**src/ict_pkg.sv**
```systemverilog
// Purpose: Shared widths, bus cycle shape, operation and cost types, and
//          the clock and bus-cycle costs for the instruction timing model.
// Assumes: One core clock; every bus cycle is four clocks with no wait.
// Notes:   A cost is total clocks with its read and write bus cycles.
package ict_pkg;

    // ************************************************************
    // Widths
    // ************************************************************
    localparam int CLK_W  = 10;
    localparam int CNT_W  = 6;
    localparam int REGN_W = 5;

    // ************************************************************
    // Bus cycle shape: clock k of a cycle holds states S2k and S2k+1
    // ************************************************************
    localparam logic [1:0]       PH_FIRST   = 2'h0;
    localparam logic [1:0]       PH_STROBE  = 2'h1;   // S2 rising edge
    localparam logic [1:0]       PH_WDATA   = 2'h2;   // S4, write data strobe
    localparam logic [1:0]       PH_ACK     = 2'h2;   // Wait states inserted here
    localparam logic [1:0]       PH_LAST    = 2'h3;   // Strobes end at S7
    localparam logic [CLK_W-1:0] BUS_CLOCKS = 10'h004;
    localparam logic [2:0]       SYNC_RST   = 3'h4;   // Ack idle, reset and halt held

    // Block register move, cost per register moved
    localparam logic [CLK_W-1:0] MV_W_CLK = 10'h004;
    localparam logic [CLK_W-1:0] MV_L_CLK = 10'h008;
    localparam logic [CNT_W-1:0] MV_W_BUS = 6'h01;
    localparam logic [CNT_W-1:0] MV_L_BUS = 6'h02;

    // ************************************************************
    // Types
    // ************************************************************
    typedef enum logic [4:0] {
        CL_COND_BRANCH, CL_UNCOND_BRANCH, CL_BRANCH_SUB, CL_DEC_BRANCH,
        CL_BOUNDS_CHECK, CL_OVF_TRAP, CL_MOVE_M2R, CL_MOVE_R2M, CL_ABS_JUMP,
        CL_JUMP_SUB, CL_LOAD_EA, CL_PUSH_EA, CL_EXT_ARITH, CL_MEM_COMPARE,
        CL_DECIMAL, CL_IMM_STATUS, CL_STATUS_MOVE, CL_EXT_RESET, CL_EXC_RETURN,
        CL_SUB_RETURN, CL_HALT_WAIT, CL_FRAME_CREATE, CL_FRAME_REMOVE,
        CL_PERIPH_MOVE, CL_X_BUS_ERR, CL_X_IRQ, CL_X_GROUP, CL_X_OVF,
        CL_X_BOUNDS, CL_X_DIV0
    } ict_class_t;

    typedef enum logic [1:0] {ST_HELD, ST_IDLE, ST_RUN} ict_state_t;
    typedef enum logic [1:0] {K_READ, K_WRITE, K_INT} ict_kind_t;

    typedef struct packed {
        ict_class_t         cls;
        logic [1:0]         variant;
        logic               isLong;
        logic [REGN_W-1:0]  regCount;
        logic [CLK_W-1:0]   eaClocks;
        logic [CNT_W-1:0]   eaReads;
        logic [CNT_W-1:0]   eaWrites;
    } ict_op_t;

    typedef struct packed {
        logic [CLK_W-1:0] clocks;
        logic [CNT_W-1:0] reads;
        logic [CNT_W-1:0] writes;
    } ict_cost_t;

    // ************************************************************
    // Costs: clocks, reads, writes
    // ************************************************************
    localparam ict_cost_t C_BR_TAKEN = '{10'h00A, 6'h02, 6'h00};
    localparam ict_cost_t C_BR_NT_B  = '{10'h008, 6'h01, 6'h00};
    localparam ict_cost_t C_BR_NT_W  = '{10'h00C, 6'h02, 6'h00};
    localparam ict_cost_t C_BR_SUB   = '{10'h012, 6'h02, 6'h02};
    localparam ict_cost_t C_DB_TRUE  = '{10'h00C, 6'h02, 6'h00};
    localparam ict_cost_t C_DB_TAKEN = '{10'h00A, 6'h02, 6'h00};
    localparam ict_cost_t C_DB_EXPIR = '{10'h00E, 6'h03, 6'h00};
    localparam ict_cost_t C_CHK_OK   = '{10'h00A, 6'h01, 6'h00};
    localparam ict_cost_t C_OVF_OK   = '{10'h004, 6'h01, 6'h00};
    localparam ict_cost_t C_MV_M2R   = '{10'h00C, 6'h03, 6'h00};
    localparam ict_cost_t C_MV_R2M   = '{10'h008, 6'h02, 6'h00};
    localparam ict_cost_t C_JUMP     = '{10'h008, 6'h02, 6'h00};
    localparam ict_cost_t C_JUMP_SUB = '{10'h010, 6'h02, 6'h02};
    localparam ict_cost_t C_LOAD_EA  = '{10'h004, 6'h01, 6'h00};
    localparam ict_cost_t C_PUSH_EA  = '{10'h00C, 6'h01, 6'h02};
    localparam ict_cost_t C_XA_R_BW  = '{10'h004, 6'h01, 6'h00};
    localparam ict_cost_t C_XA_R_L   = '{10'h008, 6'h01, 6'h00};
    localparam ict_cost_t C_XA_M_BW  = '{10'h012, 6'h03, 6'h01};
    localparam ict_cost_t C_XA_M_L   = '{10'h01E, 6'h05, 6'h02};
    localparam ict_cost_t C_CMP_BW   = '{10'h00C, 6'h03, 6'h00};
    localparam ict_cost_t C_CMP_L    = '{10'h014, 6'h05, 6'h00};
    localparam ict_cost_t C_DEC_R    = '{10'h006, 6'h01, 6'h00};
    localparam ict_cost_t C_DEC_M    = '{10'h012, 6'h03, 6'h01};
    localparam ict_cost_t C_IMM_ST   = '{10'h014, 6'h03, 6'h00};
    localparam ict_cost_t C_ST_WR    = '{10'h00C, 6'h02, 6'h00};
    localparam ict_cost_t C_CC_WR    = '{10'h00C, 6'h01, 6'h00};
    localparam ict_cost_t C_ST_RD    = '{10'h006, 6'h01, 6'h00};
    localparam ict_cost_t C_EXT_RST  = '{10'h084, 6'h01, 6'h00};
    localparam ict_cost_t C_EXC_RET  = '{10'h014, 6'h05, 6'h00};
    localparam ict_cost_t C_SUB_RET  = '{10'h010, 6'h04, 6'h00};
    localparam ict_cost_t C_HALT     = '{10'h004, 6'h00, 6'h00};
    localparam ict_cost_t C_FR_MAKE  = '{10'h010, 6'h02, 6'h02};
    localparam ict_cost_t C_FR_DROP  = '{10'h00C, 6'h03, 6'h00};
    localparam ict_cost_t C_PM_WR_W  = '{10'h010, 6'h02, 6'h02};
    localparam ict_cost_t C_PM_WR_L  = '{10'h018, 6'h02, 6'h04};
    localparam ict_cost_t C_PM_RD_W  = '{10'h010, 6'h04, 6'h00};
    localparam ict_cost_t C_PM_RD_L  = '{10'h018, 6'h06, 6'h00};
    localparam ict_cost_t C_X_BUS    = '{10'h032, 6'h04, 6'h07};
    localparam ict_cost_t C_X_IRQ    = '{10'h02C, 6'h05, 6'h03};
    localparam ict_cost_t C_X_RESET  = '{10'h028, 6'h06, 6'h00};
    localparam ict_cost_t C_X_GROUP  = '{10'h022, 6'h04, 6'h03};
    localparam ict_cost_t C_X_OVF    = '{10'h022, 6'h05, 6'h03};
    localparam ict_cost_t C_X_BOUNDS = '{10'h028, 6'h04, 6'h03};
    localparam ict_cost_t C_X_DIV0   = '{10'h026, 6'h04, 6'h03};

endpackage : ict_pkg

```
**src/ict_instruction_timing.sv**
```systemverilog
// Purpose: Plays out the clock and bus-cycle timing of one operation of a
//          16-bit-bus core: reads, internal clocks, then writes.
// Assumes: Requests come from logic on clk; reset, halt and ack are pins.
// Notes:   Wait states stretch a bus cycle at its third clock until ack.
`timescale 1ns/1ps

module ict_instruction_timing (
    // Clock and reset
    input  wire logic                          clk,
    input  wire logic                          rst_n,
    // Operation request
    input  wire logic                          start,
    input  wire ict_pkg::ict_op_t              op,
    // Processor pins, asynchronous
    input  wire logic                          resetIn_n,
    input  wire logic                          haltIn_n,
    input  wire logic                          busAck_n,
    // Bus strobes
    output logic                               address_strobe_n,
    output logic                               data_strobe_n,
    output logic                               readWrite,
    // Operation status
    output logic                               busy,
    output logic                               done,
    output logic [ict_pkg::CLK_W-1:0]          doneClocks,
    output logic [ict_pkg::CNT_W-1:0]          doneReads,
    output logic [ict_pkg::CNT_W-1:0]          doneWrites
);

    // ************************************************************
    // Cost lookup
    // ************************************************************

    // Cost of one operation; address time added only where it applies
    function automatic ict_pkg::ict_cost_t costOf(input ict_pkg::ict_op_t o);
        ict_pkg::ict_cost_t     c;
        logic [ict_pkg::CLK_W-1:0] perClk;
        logic [ict_pkg::CNT_W-1:0] perBus;
        c      = ict_pkg::C_HALT;
        perClk = o.isLong ? ict_pkg::MV_L_CLK : ict_pkg::MV_W_CLK;
        perBus = o.isLong ? ict_pkg::MV_L_BUS : ict_pkg::MV_W_BUS;
        case (o.cls)
            ict_pkg::CL_COND_BRANCH: begin
                c = o.variant[0] ? ict_pkg::C_BR_TAKEN :
                    (o.variant[1] ? ict_pkg::C_BR_NT_W : ict_pkg::C_BR_NT_B);
            end
            ict_pkg::CL_UNCOND_BRANCH: c = ict_pkg::C_BR_TAKEN;
            ict_pkg::CL_BRANCH_SUB:    c = ict_pkg::C_BR_SUB;
            ict_pkg::CL_DEC_BRANCH: begin
                c = o.variant[0] ? ict_pkg::C_DB_TRUE :
                    (o.variant[1] ? ict_pkg::C_DB_EXPIR : ict_pkg::C_DB_TAKEN);
            end
            ict_pkg::CL_BOUNDS_CHECK:  c = ict_pkg::C_CHK_OK;
            ict_pkg::CL_OVF_TRAP:      c = ict_pkg::C_OVF_OK;
            ict_pkg::CL_MOVE_M2R: begin
                c = ict_pkg::C_MV_M2R;
                c.clocks = c.clocks + perClk * ict_pkg::CLK_W'(o.regCount);
                c.reads  = c.reads + perBus * ict_pkg::CNT_W'(o.regCount);
            end
            ict_pkg::CL_MOVE_R2M: begin
                c = ict_pkg::C_MV_R2M;
                c.clocks = c.clocks + perClk * ict_pkg::CLK_W'(o.regCount);
                c.writes = perBus * ict_pkg::CNT_W'(o.regCount);
            end
            ict_pkg::CL_ABS_JUMP:      c = ict_pkg::C_JUMP;
            ict_pkg::CL_JUMP_SUB:      c = ict_pkg::C_JUMP_SUB;
            ict_pkg::CL_LOAD_EA:       c = ict_pkg::C_LOAD_EA;
            ict_pkg::CL_PUSH_EA:       c = ict_pkg::C_PUSH_EA;
            ict_pkg::CL_EXT_ARITH: begin
                if (o.variant[0]) begin
                    c = o.isLong ? ict_pkg::C_XA_M_L : ict_pkg::C_XA_M_BW;
                end else begin
                    c = o.isLong ? ict_pkg::C_XA_R_L : ict_pkg::C_XA_R_BW;
                end
            end
            ict_pkg::CL_MEM_COMPARE: begin
                c = o.isLong ? ict_pkg::C_CMP_L : ict_pkg::C_CMP_BW;
            end
            ict_pkg::CL_DECIMAL: begin
                c = o.variant[0] ? ict_pkg::C_DEC_M : ict_pkg::C_DEC_R;
            end
            ict_pkg::CL_IMM_STATUS:    c = ict_pkg::C_IMM_ST;
            ict_pkg::CL_STATUS_MOVE: begin
                case (o.variant)
                    2'h0:    c = ict_pkg::C_ST_WR;
                    2'h1:    c = ict_pkg::C_CC_WR;
                    default: c = ict_pkg::C_ST_RD;
                endcase
            end
            ict_pkg::CL_EXT_RESET:     c = ict_pkg::C_EXT_RST;
            ict_pkg::CL_EXC_RETURN:    c = ict_pkg::C_EXC_RET;
            ict_pkg::CL_SUB_RETURN:    c = ict_pkg::C_SUB_RET;
            ict_pkg::CL_HALT_WAIT:     c = ict_pkg::C_HALT;
            ict_pkg::CL_FRAME_CREATE:  c = ict_pkg::C_FR_MAKE;
            ict_pkg::CL_FRAME_REMOVE:  c = ict_pkg::C_FR_DROP;
            ict_pkg::CL_PERIPH_MOVE: begin
                if (o.variant[0]) begin
                    c = o.isLong ? ict_pkg::C_PM_RD_L : ict_pkg::C_PM_RD_W;
                end else begin
                    c = o.isLong ? ict_pkg::C_PM_WR_L : ict_pkg::C_PM_WR_W;
                end
            end
            ict_pkg::CL_X_BUS_ERR:     c = ict_pkg::C_X_BUS;
            ict_pkg::CL_X_IRQ:         c = ict_pkg::C_X_IRQ;
            ict_pkg::CL_X_GROUP:       c = ict_pkg::C_X_GROUP;
            ict_pkg::CL_X_OVF:         c = ict_pkg::C_X_OVF;
            ict_pkg::CL_X_BOUNDS:      c = ict_pkg::C_X_BOUNDS;
            ict_pkg::CL_X_DIV0:        c = ict_pkg::C_X_DIV0;
            default:                   c = ict_pkg::C_HALT;
        endcase
        // Address calculation time only counts for the marked entries
        if (o.cls == ict_pkg::CL_BOUNDS_CHECK || o.cls == ict_pkg::CL_X_BOUNDS ||
            o.cls == ict_pkg::CL_X_DIV0) begin
            c.clocks = c.clocks + o.eaClocks;
            c.reads  = c.reads + o.eaReads;
            c.writes = c.writes + o.eaWrites;
        end
        return c;
    endfunction : costOf

    // Reads go first, then internal clocks, then writes
    function automatic ict_pkg::ict_kind_t pickKind(
        input logic [ict_pkg::CNT_W-1:0] rd,
        input logic [ict_pkg::CLK_W-1:0] internal
    );
        if (rd != '0) begin
            return ict_pkg::K_READ;
        end else if (internal != '0) begin
            return ict_pkg::K_INT;
        end
        return ict_pkg::K_WRITE;
    endfunction : pickKind

    // ************************************************************
    // Pin synchronisers
    // ************************************************************
    logic [2:0] syncA;
    logic [2:0] syncB;

    // Two flops per pin; only syncB is read by logic
    always_ff @(posedge clk) begin
        if (!rst_n) begin
            syncA <= ict_pkg::SYNC_RST;
            syncB <= ict_pkg::SYNC_RST;
        end else begin
            syncA <= {busAck_n, haltIn_n, resetIn_n};
            syncB <= syncA;
        end
    end

    logic pinsFree;
    logic ackSeen;
    assign pinsFree = syncB[0] & syncB[1];
    assign ackSeen  = ~syncB[2];

    // ************************************************************
    // Sequencer
    // ************************************************************
    ict_pkg::ict_state_t       state,    next_state;
    ict_pkg::ict_kind_t        kind,     next_kind;
    logic [1:0]                phase,    next_phase;
    logic [ict_pkg::CNT_W-1:0] rdLeft,   next_rdLeft;
    logic [ict_pkg::CNT_W-1:0] wrLeft,   next_wrLeft;
    logic [ict_pkg::CLK_W-1:0] intLeft,  next_intLeft;
    logic [ict_pkg::CLK_W-1:0] elapsed,  next_elapsed;
    logic [ict_pkg::CNT_W-1:0] rdCount,  next_rdCount;
    logic [ict_pkg::CNT_W-1:0] wrCount,  next_wrCount;
    logic                      next_as_n, next_ds_n, next_rw, next_busy, next_done;
    logic [ict_pkg::CLK_W-1:0] next_doneClocks;
    logic [ict_pkg::CNT_W-1:0] next_doneReads, next_doneWrites;

    // Next state of the operation in flight and of the strobes
    always_comb begin
        ict_pkg::ict_cost_t        ld;
        logic                      doLoad;
        logic                      endSlot;
        logic [ict_pkg::CNT_W-1:0] rdN;
        logic [ict_pkg::CNT_W-1:0] wrN;
        logic [ict_pkg::CLK_W-1:0] intN;
        ld              = costOf(op);
        doLoad          = 1'b0;
        endSlot         = 1'b0;
        rdN             = rdLeft;
        wrN             = wrLeft;
        intN            = intLeft;
        next_state      = state;
        next_kind       = kind;
        next_phase      = phase;
        next_rdLeft     = rdLeft;
        next_wrLeft     = wrLeft;
        next_intLeft    = intLeft;
        next_elapsed    = elapsed;
        next_rdCount    = rdCount;
        next_wrCount    = wrCount;
        next_done       = 1'b0;
        next_doneClocks = doneClocks;
        next_doneReads  = doneReads;
        next_doneWrites = doneWrites;
        case (state)
            ict_pkg::ST_HELD: begin
                if (pinsFree) begin
                    ld     = ict_pkg::C_X_RESET;
                    doLoad = 1'b1;
                end
            end
            ict_pkg::ST_IDLE: begin
                doLoad = start;
            end
            ict_pkg::ST_RUN: begin
                next_elapsed = elapsed + 1'b1;
                if (kind == ict_pkg::K_INT) begin
                    intN    = intLeft - 1'b1;
                    endSlot = 1'b1;
                end else if (phase != ict_pkg::PH_ACK || ackSeen) begin
                    if (phase == ict_pkg::PH_LAST) begin
                        endSlot = 1'b1;
                        if (kind == ict_pkg::K_READ) begin
                            rdN          = rdLeft - 1'b1;
                            next_rdCount = rdCount + 1'b1;
                        end else begin
                            wrN          = wrLeft - 1'b1;
                            next_wrCount = wrCount + 1'b1;
                        end
                    end else begin
                        next_phase = phase + 2'h1;
                    end
                end
                if (endSlot) begin
                    next_phase   = ict_pkg::PH_FIRST;
                    next_rdLeft  = rdN;
                    next_wrLeft  = wrN;
                    next_intLeft = intN;
                    next_kind    = pickKind(rdN, intN);
                    if (rdN == '0 && wrN == '0 && intN == '0) begin
                        next_state      = ict_pkg::ST_IDLE;
                        next_done       = 1'b1;
                        next_doneClocks = next_elapsed;
                        next_doneReads  = next_rdCount;
                        next_doneWrites = next_wrCount;
                    end
                end
            end
            default: next_state = ict_pkg::ST_HELD;
        endcase
        // Bus cycles are fixed at four clocks; the rest is internal time
        if (doLoad) begin
            next_state   = ict_pkg::ST_RUN;
            next_phase   = ict_pkg::PH_FIRST;
            next_rdLeft  = ld.reads;
            next_wrLeft  = ld.writes;
            next_intLeft = ld.clocks - ict_pkg::CLK_W'(ict_pkg::BUS_CLOCKS *
                           (ict_pkg::CLK_W'(ld.reads) + ict_pkg::CLK_W'(ld.writes)));
            next_kind    = pickKind(ld.reads, next_intLeft);
            next_elapsed = '0;
            next_rdCount = '0;
            next_wrCount = '0;
        end
        // Reset or halt held aborts anything and waits for both to clear
        if (!pinsFree) begin
            next_state = ict_pkg::ST_HELD;
            next_done  = 1'b0;
        end
        next_busy = (next_state != ict_pkg::ST_IDLE);
        // Address strobe low from S2 to S7, write data strobe from S4; negated over S0-S1 between cycles
        next_as_n = !(next_state == ict_pkg::ST_RUN && next_kind != ict_pkg::K_INT &&
                      next_phase >= ict_pkg::PH_STROBE);
        next_rw   = !(next_state == ict_pkg::ST_RUN && next_kind == ict_pkg::K_WRITE);
        next_ds_n = next_as_n | (!next_rw && next_phase < ict_pkg::PH_WDATA);
    end

    // Registers of the sequencer and its outputs
    always_ff @(posedge clk) begin
        if (!rst_n) begin
            state            <= ict_pkg::ST_HELD;
            kind             <= ict_pkg::K_INT;
            phase            <= ict_pkg::PH_FIRST;
            rdLeft           <= '0;
            wrLeft           <= '0;
            intLeft          <= '0;
            elapsed          <= '0;
            rdCount          <= '0;
            wrCount          <= '0;
            address_strobe_n <= 1'b1;
            data_strobe_n    <= 1'b1;
            readWrite        <= 1'b1;
            busy             <= 1'b1;
            done             <= 1'b0;
            doneClocks       <= '0;
            doneReads        <= '0;
            doneWrites       <= '0;
        end else begin
            state            <= next_state;
            kind             <= next_kind;
            phase            <= next_phase;
            rdLeft           <= next_rdLeft;
            wrLeft           <= next_wrLeft;
            intLeft          <= next_intLeft;
            elapsed          <= next_elapsed;
            rdCount          <= next_rdCount;
            wrCount          <= next_wrCount;
            address_strobe_n <= next_as_n;
            data_strobe_n    <= next_ds_n;
            readWrite        <= next_rw;
            busy             <= next_busy;
            done             <= next_done;
            doneClocks       <= next_doneClocks;
            doneReads        <= next_doneReads;
            doneWrites       <= next_doneWrites;
        end
    end

endmodule : ict_instruction_timing

```
**config.mk**
```make
export PLATFORM = sky130hd
export DESIGN_NAME = ict_instruction_timing
export DESIGN_NICKNAME = d
export VERILOG_FILES = /design/src/ict_pkg.sv /design/src/ict_instruction_timing.sv
export SDC_FILE = /design/constraint.sdc
export NUM_CORES = 1
export LEC_CHECK = 0
export BUFFER_PORTS_ARGS = -buffer_cell sky130_fd_sc_hd__buf_4
export CAP_MARGIN = 20
export CORE_MARGIN = 10
export CORE_UTILIZATION = 40
export CTS_BUF_LIST = sky130_fd_sc_hd__clkbuf_8
export CTS_CLUSTER_SIZE = 8
export DETAILED_ROUTE_END_ITERATION = 6
export SKIP_LAST_GASP = 1
export SYNTH_ARGS = -nofsm -noshare
export SYNTH_HDL_FRONTEND = slang
export SYNTH_SLANG_ARGS = --single-unit
```
**constraint.sdc**
```tcl
create_clock -name clk -period 6.7 [get_ports clk]
set_clock_uncertainty 0.05 [all_clocks]
set_input_delay 0 -clock clk [delete_from_list [all_inputs] [get_ports clk]]
set_output_delay 0 -clock clk [all_outputs]
set_load 0.01 [all_outputs]
```
======== After elaboration in Yosys (flattened, before gate mapping) ========
Cells that the tools add are included.
word-level totals
  register bits ........................... 83
  output and inout port bits .............. 27
  logic and storage cells ................. 193
  input port bits ......................... 41
cells by class
  reductions and logical operators ........ 31
  eq/ne operators ......................... 38
  mux-type cells .......................... 82
  $mul .................................... 2
  bitwise operators ....................... 4
  order comparisons ....................... 2
  $add $sub $neg .......................... 15
operators with widths
  cell                   number
  $pmux 22 s27           1
  $mux 6                 24
  $mux 16                5
  $mux 22                3
  $eq 5x5->1 const B     13
  $mux 15                4
  $mux 17                3
  $mux 10                5
  $eq 5x4->1 const B     8
  $mux 2                 20
  $pmux 16 s2            1
  $eq 5x3->1 const B     4
  $reduce_bool 10->1     2
  $mux 1                 13
  $add 6x1->6 const B    2
  $add 6x6->6            2
  $logic_not 6->1        2
  $reduce_bool 6->1      2
  $sub 6x1->6 const B    2
  $add 10x1->10 const B  1
  $add 10x10->10         1
  $add 4x10->10 const A  1
  $add 4x9->10 const A   1
  $eq 5x2->1 const B     2
  other kinds (31)       52

======== Depth between registers and ports, before layout ========
  depth after elaboration ................. 21
  depth in mapped cells ................... 28

======== Least setup slack after synthesis ========
OpenSTA, ideal clock, no wires.
  path kind ............................... input-to-reg
  from .................................... input port op[27] (netlist bit)
  to ...................................... register readWrite
  setup slack ............................. 1713 ps
  arrival time ............................ 4803 ps
  library setup time ...................... 134 ps
  stages on the path ...................... 24
  path through ............................ buf_2 > clkbuf_1 > mux2i_1 > inv_1 > a22oi_1 > o22ai_1 > a221oi_1 > fa_1 > mux2i_1 > and2_1 > ha_1 > a21o_1 > a21oi_1 > o21bai_1 > a21oi_1 > xor2_1 > ha_1 > o21ai_0 > a21oi_1 > o21ai_0 > nand2b_1 > xnor2_1 > a41oi_1 > or4_1
on the way
  longest elaborated chain between the ends .. 19
  elaborated cells between the ends (all ways) .. 34
  those cells by class .................... add/sub: 8; mul: 2; eq/ne: 1; mux: 19; reduce/logical: 4
RTL lines
  element               RTL line                                                    RTL
  from (decl)           ict_instruction_timing.sv:13                                input wire ict_pkg::ict_op_t op,
  $mux 2                ict_instruction_timing.sv:41                                perBus = o.isLong ? ict_pkg::MV_L_BUS : ict_pkg::MV_W_BUS;
  $mul 2x5->6           ict_instruction_timing.sv:58, ict_instruction_timing.sv:63
  $add 2x6->6           ict_instruction_timing.sv:58                                c.reads = c.reads + perBus * ict_pkg::CNT_W'(o.regCount);
  $pmux 22 s27 *        ict_instruction_timing.sv:42                                case (o.cls)
  $add 6x6->6           ict_instruction_timing.sv:115                               c.reads = c.reads + o.eaReads;
  $mux 22 *             ict_instruction_timing.sv:112                               if (o.cls == ict_pkg::CL_BOUNDS_CHECK || o.cls == ict_pkg::CL_X_BOUNDS ||
  $mux 22               ict_instruction_timing.sv:201                               if (pinsFree) begin
  $mux 22 *             ict_instruction_timing.sv:199                               case (state)
  [3 not listed]        n/a
  $mux 1                ict_instruction_timing.sv:128                               end else if (internal != '0) begin
  $mux 1                ict_instruction_timing.sv:126                               if (rd != '0) begin
  $mux 1                ict_instruction_timing.sv:246                               if (doLoad) begin
  $mux 2 *              ict_instruction_timing.sv:131                               return ict_pkg::K_WRITE;
  $mux 2 *              ict_instruction_timing.sv:246
  $eq 2x1->1 *          ict_instruction_timing.sv:267                               next_rw = !(next_state == ict_pkg::ST_RUN && next_kind == ict_pkg::K_WRITE);
  $logic_and 1x1->1 *   ict_instruction_timing.sv:267
  $logic_not 1->1 *     ict_instruction_timing.sv:267
  to (signal assigned)  ict_instruction_timing.sv:303                               readWrite <= next_rw;
  to (decl)             ict_instruction_timing.sv:21                                output logic readWrite,
Mark *: on every way between the ends. The rest lies on a longest branch, timed or not. The select of a mux whose other input is x is not followed.
A chain may end at the register's enable or synchronous reset.

======== Worst setup path in the final report ========
Same ends and word-level chain as after synthesis.

==> impl_metrics.toml <==
[outcome]
status = "complete, no violations"

[detailed_routing]
viasPerCell = 5.66
num_vias = 6813
drc = 0
drt_iter0_drc = 470
drtAntennaViolNets = 0
drt_first_pass_iters = 5
wl_mm = 20.2
wl_per_cell_um = 16.8

[cells_and_area]
nets = 1072
n_antenna_cell = 0
fin_cells = 1204
drive_above_1_share_pct = 10.3
area_delta_synth_final_pct = 13.2

[clock_network]
cts_setup_buffers = 0
clock_tree.root_cell = "clkbuf_8"
clk_pin_slew_ps = 90
clockBufferDepth = 2
cts_inserted_buffers = 9
cts_tree = "done"
htreeDepth = 3
clk_latency_ps = 370
clock-sinks = 83

[timing]
finalCritPeriodShare_pct = 76.6
maxSlewViolCount = 0
max_freq_mhz = 195
whs_ps = 74.5
fin_ws_ps = 1570
hold_violations = 0
min_period_ps = 5130
setup_viol = 0
worst_pin_slew_ps = 974
grt_setup_unrepaired = "no"
maxSlewHeadroom_pct = 34.8
setup_tns_ps = 0

[logic_synthesis]
netlist_instances = 939
yosys_warnings = 0
synth_edf_count = 0
synth-seq-cells = 83
synthFlopType = "dfxtp_1"
syn-cell-area_um2 = 6830
yosysUniqueCellTypes = 68
synth_area_per_cell_um2 = 7.28
async_flop_share_pct = 0
synth_nets = 1032
seq_area_frac_synth_pct = 24.3

[critical_path]
crit_path_max_fanout = 17
start_kind = "primary input"
worstSetupPathDepth = 25
startpoint = "op[27]"
reg2reg_to = "readWrite"
crit_type = "in -> reg"
cp-end-kind = "flip-flop"
worst-path-buf-inv = 3
r2r-start = "syncB[0]"
r2r_slack_ps = 2170
critPathMostFrequentCell = "a21oi_1"
ff2ff_path_depth = 14
crit_required_ps = 6900
slowest_delay_ps = 600
worst_ep_arrival_time_ps = 5330
cp-endpoint = "readWrite"
path_delay_family = "compound AO/OA/AOI/OAI gates"
cpMaxStageDelayCell = "a221oi_1"

[floorplan]
coreArea_um2 = 16600
io_pins = 68
dieArea_um2 = 22700
row_count = 47
die_y_um = 151
fp.dieW_um = 151
initial_core_util_pct = 41.1

[placed_design]
finalWeightedCongestion = 0.922
hpwl_mm = 15.0
place_inst = 1181
dp_slack_ps = 1180
port_buffers = 67

[global_routing]
grt_pass1_wl_mm = 33.0
grt_pass1_vias = 6364
grt_max_degree = 47
grt_use_total_pct = 17.7
grt_overflow_total = 0
antenna_found_initial = 0

[power]
power.leakage_nw = 3.03
power.density_nw_per_um2 = 161
ir_drop_mv = 0.130

[worst_hold_path]
hold_class = "in -> reg"

[job]
maxCapViolCount = 0
registers in the layout (all words and copies together) (netlist names):
name	flops
elapsed	10
busy	1
syncA	3
wrLeft	6
rdCount	6
rdLeft	6
doneWrites	6
kind	2
address_strobe_n	1
intLeft	10
wrCount	6
data_strobe_n	1
doneReads	6
done	1
syncB	3
phase	2
state	2
readWrite	1
doneClocks	10
worst min-delay path: stages:
cell and delay [ps]:
buf_4 130, nand2_1 140, o21a_1 140, a211oi_1 40
where the power goes:
group | switching, mW | internal (mW) | total, mW
sequential | 0.00206 | 0.496 | 0.498
combinational | 0.217 | 0.147 | 0.364
clock | 0.192 | 0.194 | 0.386
area by class of cell:
type                       instances  area (um^2)
clock buffer                      11          151
clock inverter                     5         60.1
tap                              220          275
inverter                          36          135
sequential                        83         1660
multi-input combinational        768         4820
fill                            1721         8910
timing repair buffer              81          633
per-stage QoR:
stage	instance area [um^2]	utilization, %	power, mW
after floorplan	6830	-	0.769
after global placement	7440	44.7	0.865
after detailed placement	7450	44.8	0.864
after CTS	7740	46.5	1.25
after global routing	7740	46.5	1.32
final	7740	46.5	1.25
cell usage after synthesis (all sizes together) (8+ instances only):
| cell type | instances | area (um^2) |
|---|---|---|
| a21oi | 81 | 405 |
| buf | 20 | 104 |
| o21ai | 49 | 245 |
| nor3 | 33 | 165 |
| clkbuf | 32 | 120 |
| o21a | 9 | 67.6 |
| and2 | 11 | 68.8 |
| inv | 36 | 135 |
| nor2 | 135 | 507 |
| nor2b | 18 | 113 |
| a211oi | 11 | 95.1 |
| xnor2 | 47 | 412 |
| a31oi | 14 | 87.6 |
| xor2 | 24 | 210 |
| nand4 | 15 | 93.8 |
| or3 | 8 | 55.1 |
| nand2 | 100 | 378 |
| nand3 | 28 | 140 |
| mux2i | 9 | 90.1 |
| a221oi | 9 | 85.1 |
| dfxtp | 83 | 1660 |
| ha | 47 | 588 |
| nand2b | 11 | 76.3 |
| o22ai | 10 | 62.6 |
cell usage in the layout (no fill, tap or decap), drive strengths merged, types with 14 or more instances in the layout:
master  count
nor2      135
nand3      28
nand2     100
xnor2      47
nor2b      18
buf        74
nor3       33
xor2       24
inv        37
ha         47
nand4      15
a21oi      81
o21ai      49
a31oi      14
dfxtp      83
timing repair:
action,in CTS,in global routing
endpoints found under the hold margin,10,0
gates resized for setup,0,0
hold buffers,7,0
cells by family after synthesis:
| kind of cell | Yosys count | share of synthesized area (%) |
|---|---|---|
| AND/OR/NAND/NOR | 391 | 26.9 |
| AO/OA/AOI/OAI | 243 | 22.8 |
| buffers and inverters | 88 | 5.25 |
| flip-flops | 83 | 24.3 |
| XOR/XNOR | 71 | 9.10 |
| adder cells (fa/ha/maj) | 52 | 10.1 |
| multiplexers | 10 | 1.48 |
| other | 1 | 0.0549 |
how the worst min path moves through the flow:
stage,depth (start not counted),startpoint,slack (ps),endpoint
2_1_floorplan,1,busAck_n,50,syncA[2]
3_3_place_gp,2,busAck_n,140,syncA[2]
3_5_place_dp,2,busAck_n,140,syncA[2]
4_1_cts,4,start,70,intLeft[1]
5_1_grt,4,op[5],90,wrLeft[5]
6_report,4,start,70,intLeft[1]
layer usage:
metal | global-route usage, % | routed length (um) | vias up
li1 | - | - | 3408
met4 | 3.32 | 211 | 0
met5 | 0 | 0 | -
met1 | 24.3 | 9440 | 3188
met2 | 28.3 | 9340 | 200
met3 | 3.39 | 1240 | 17
No activity file was read; power rests on OpenSTA's default activity.
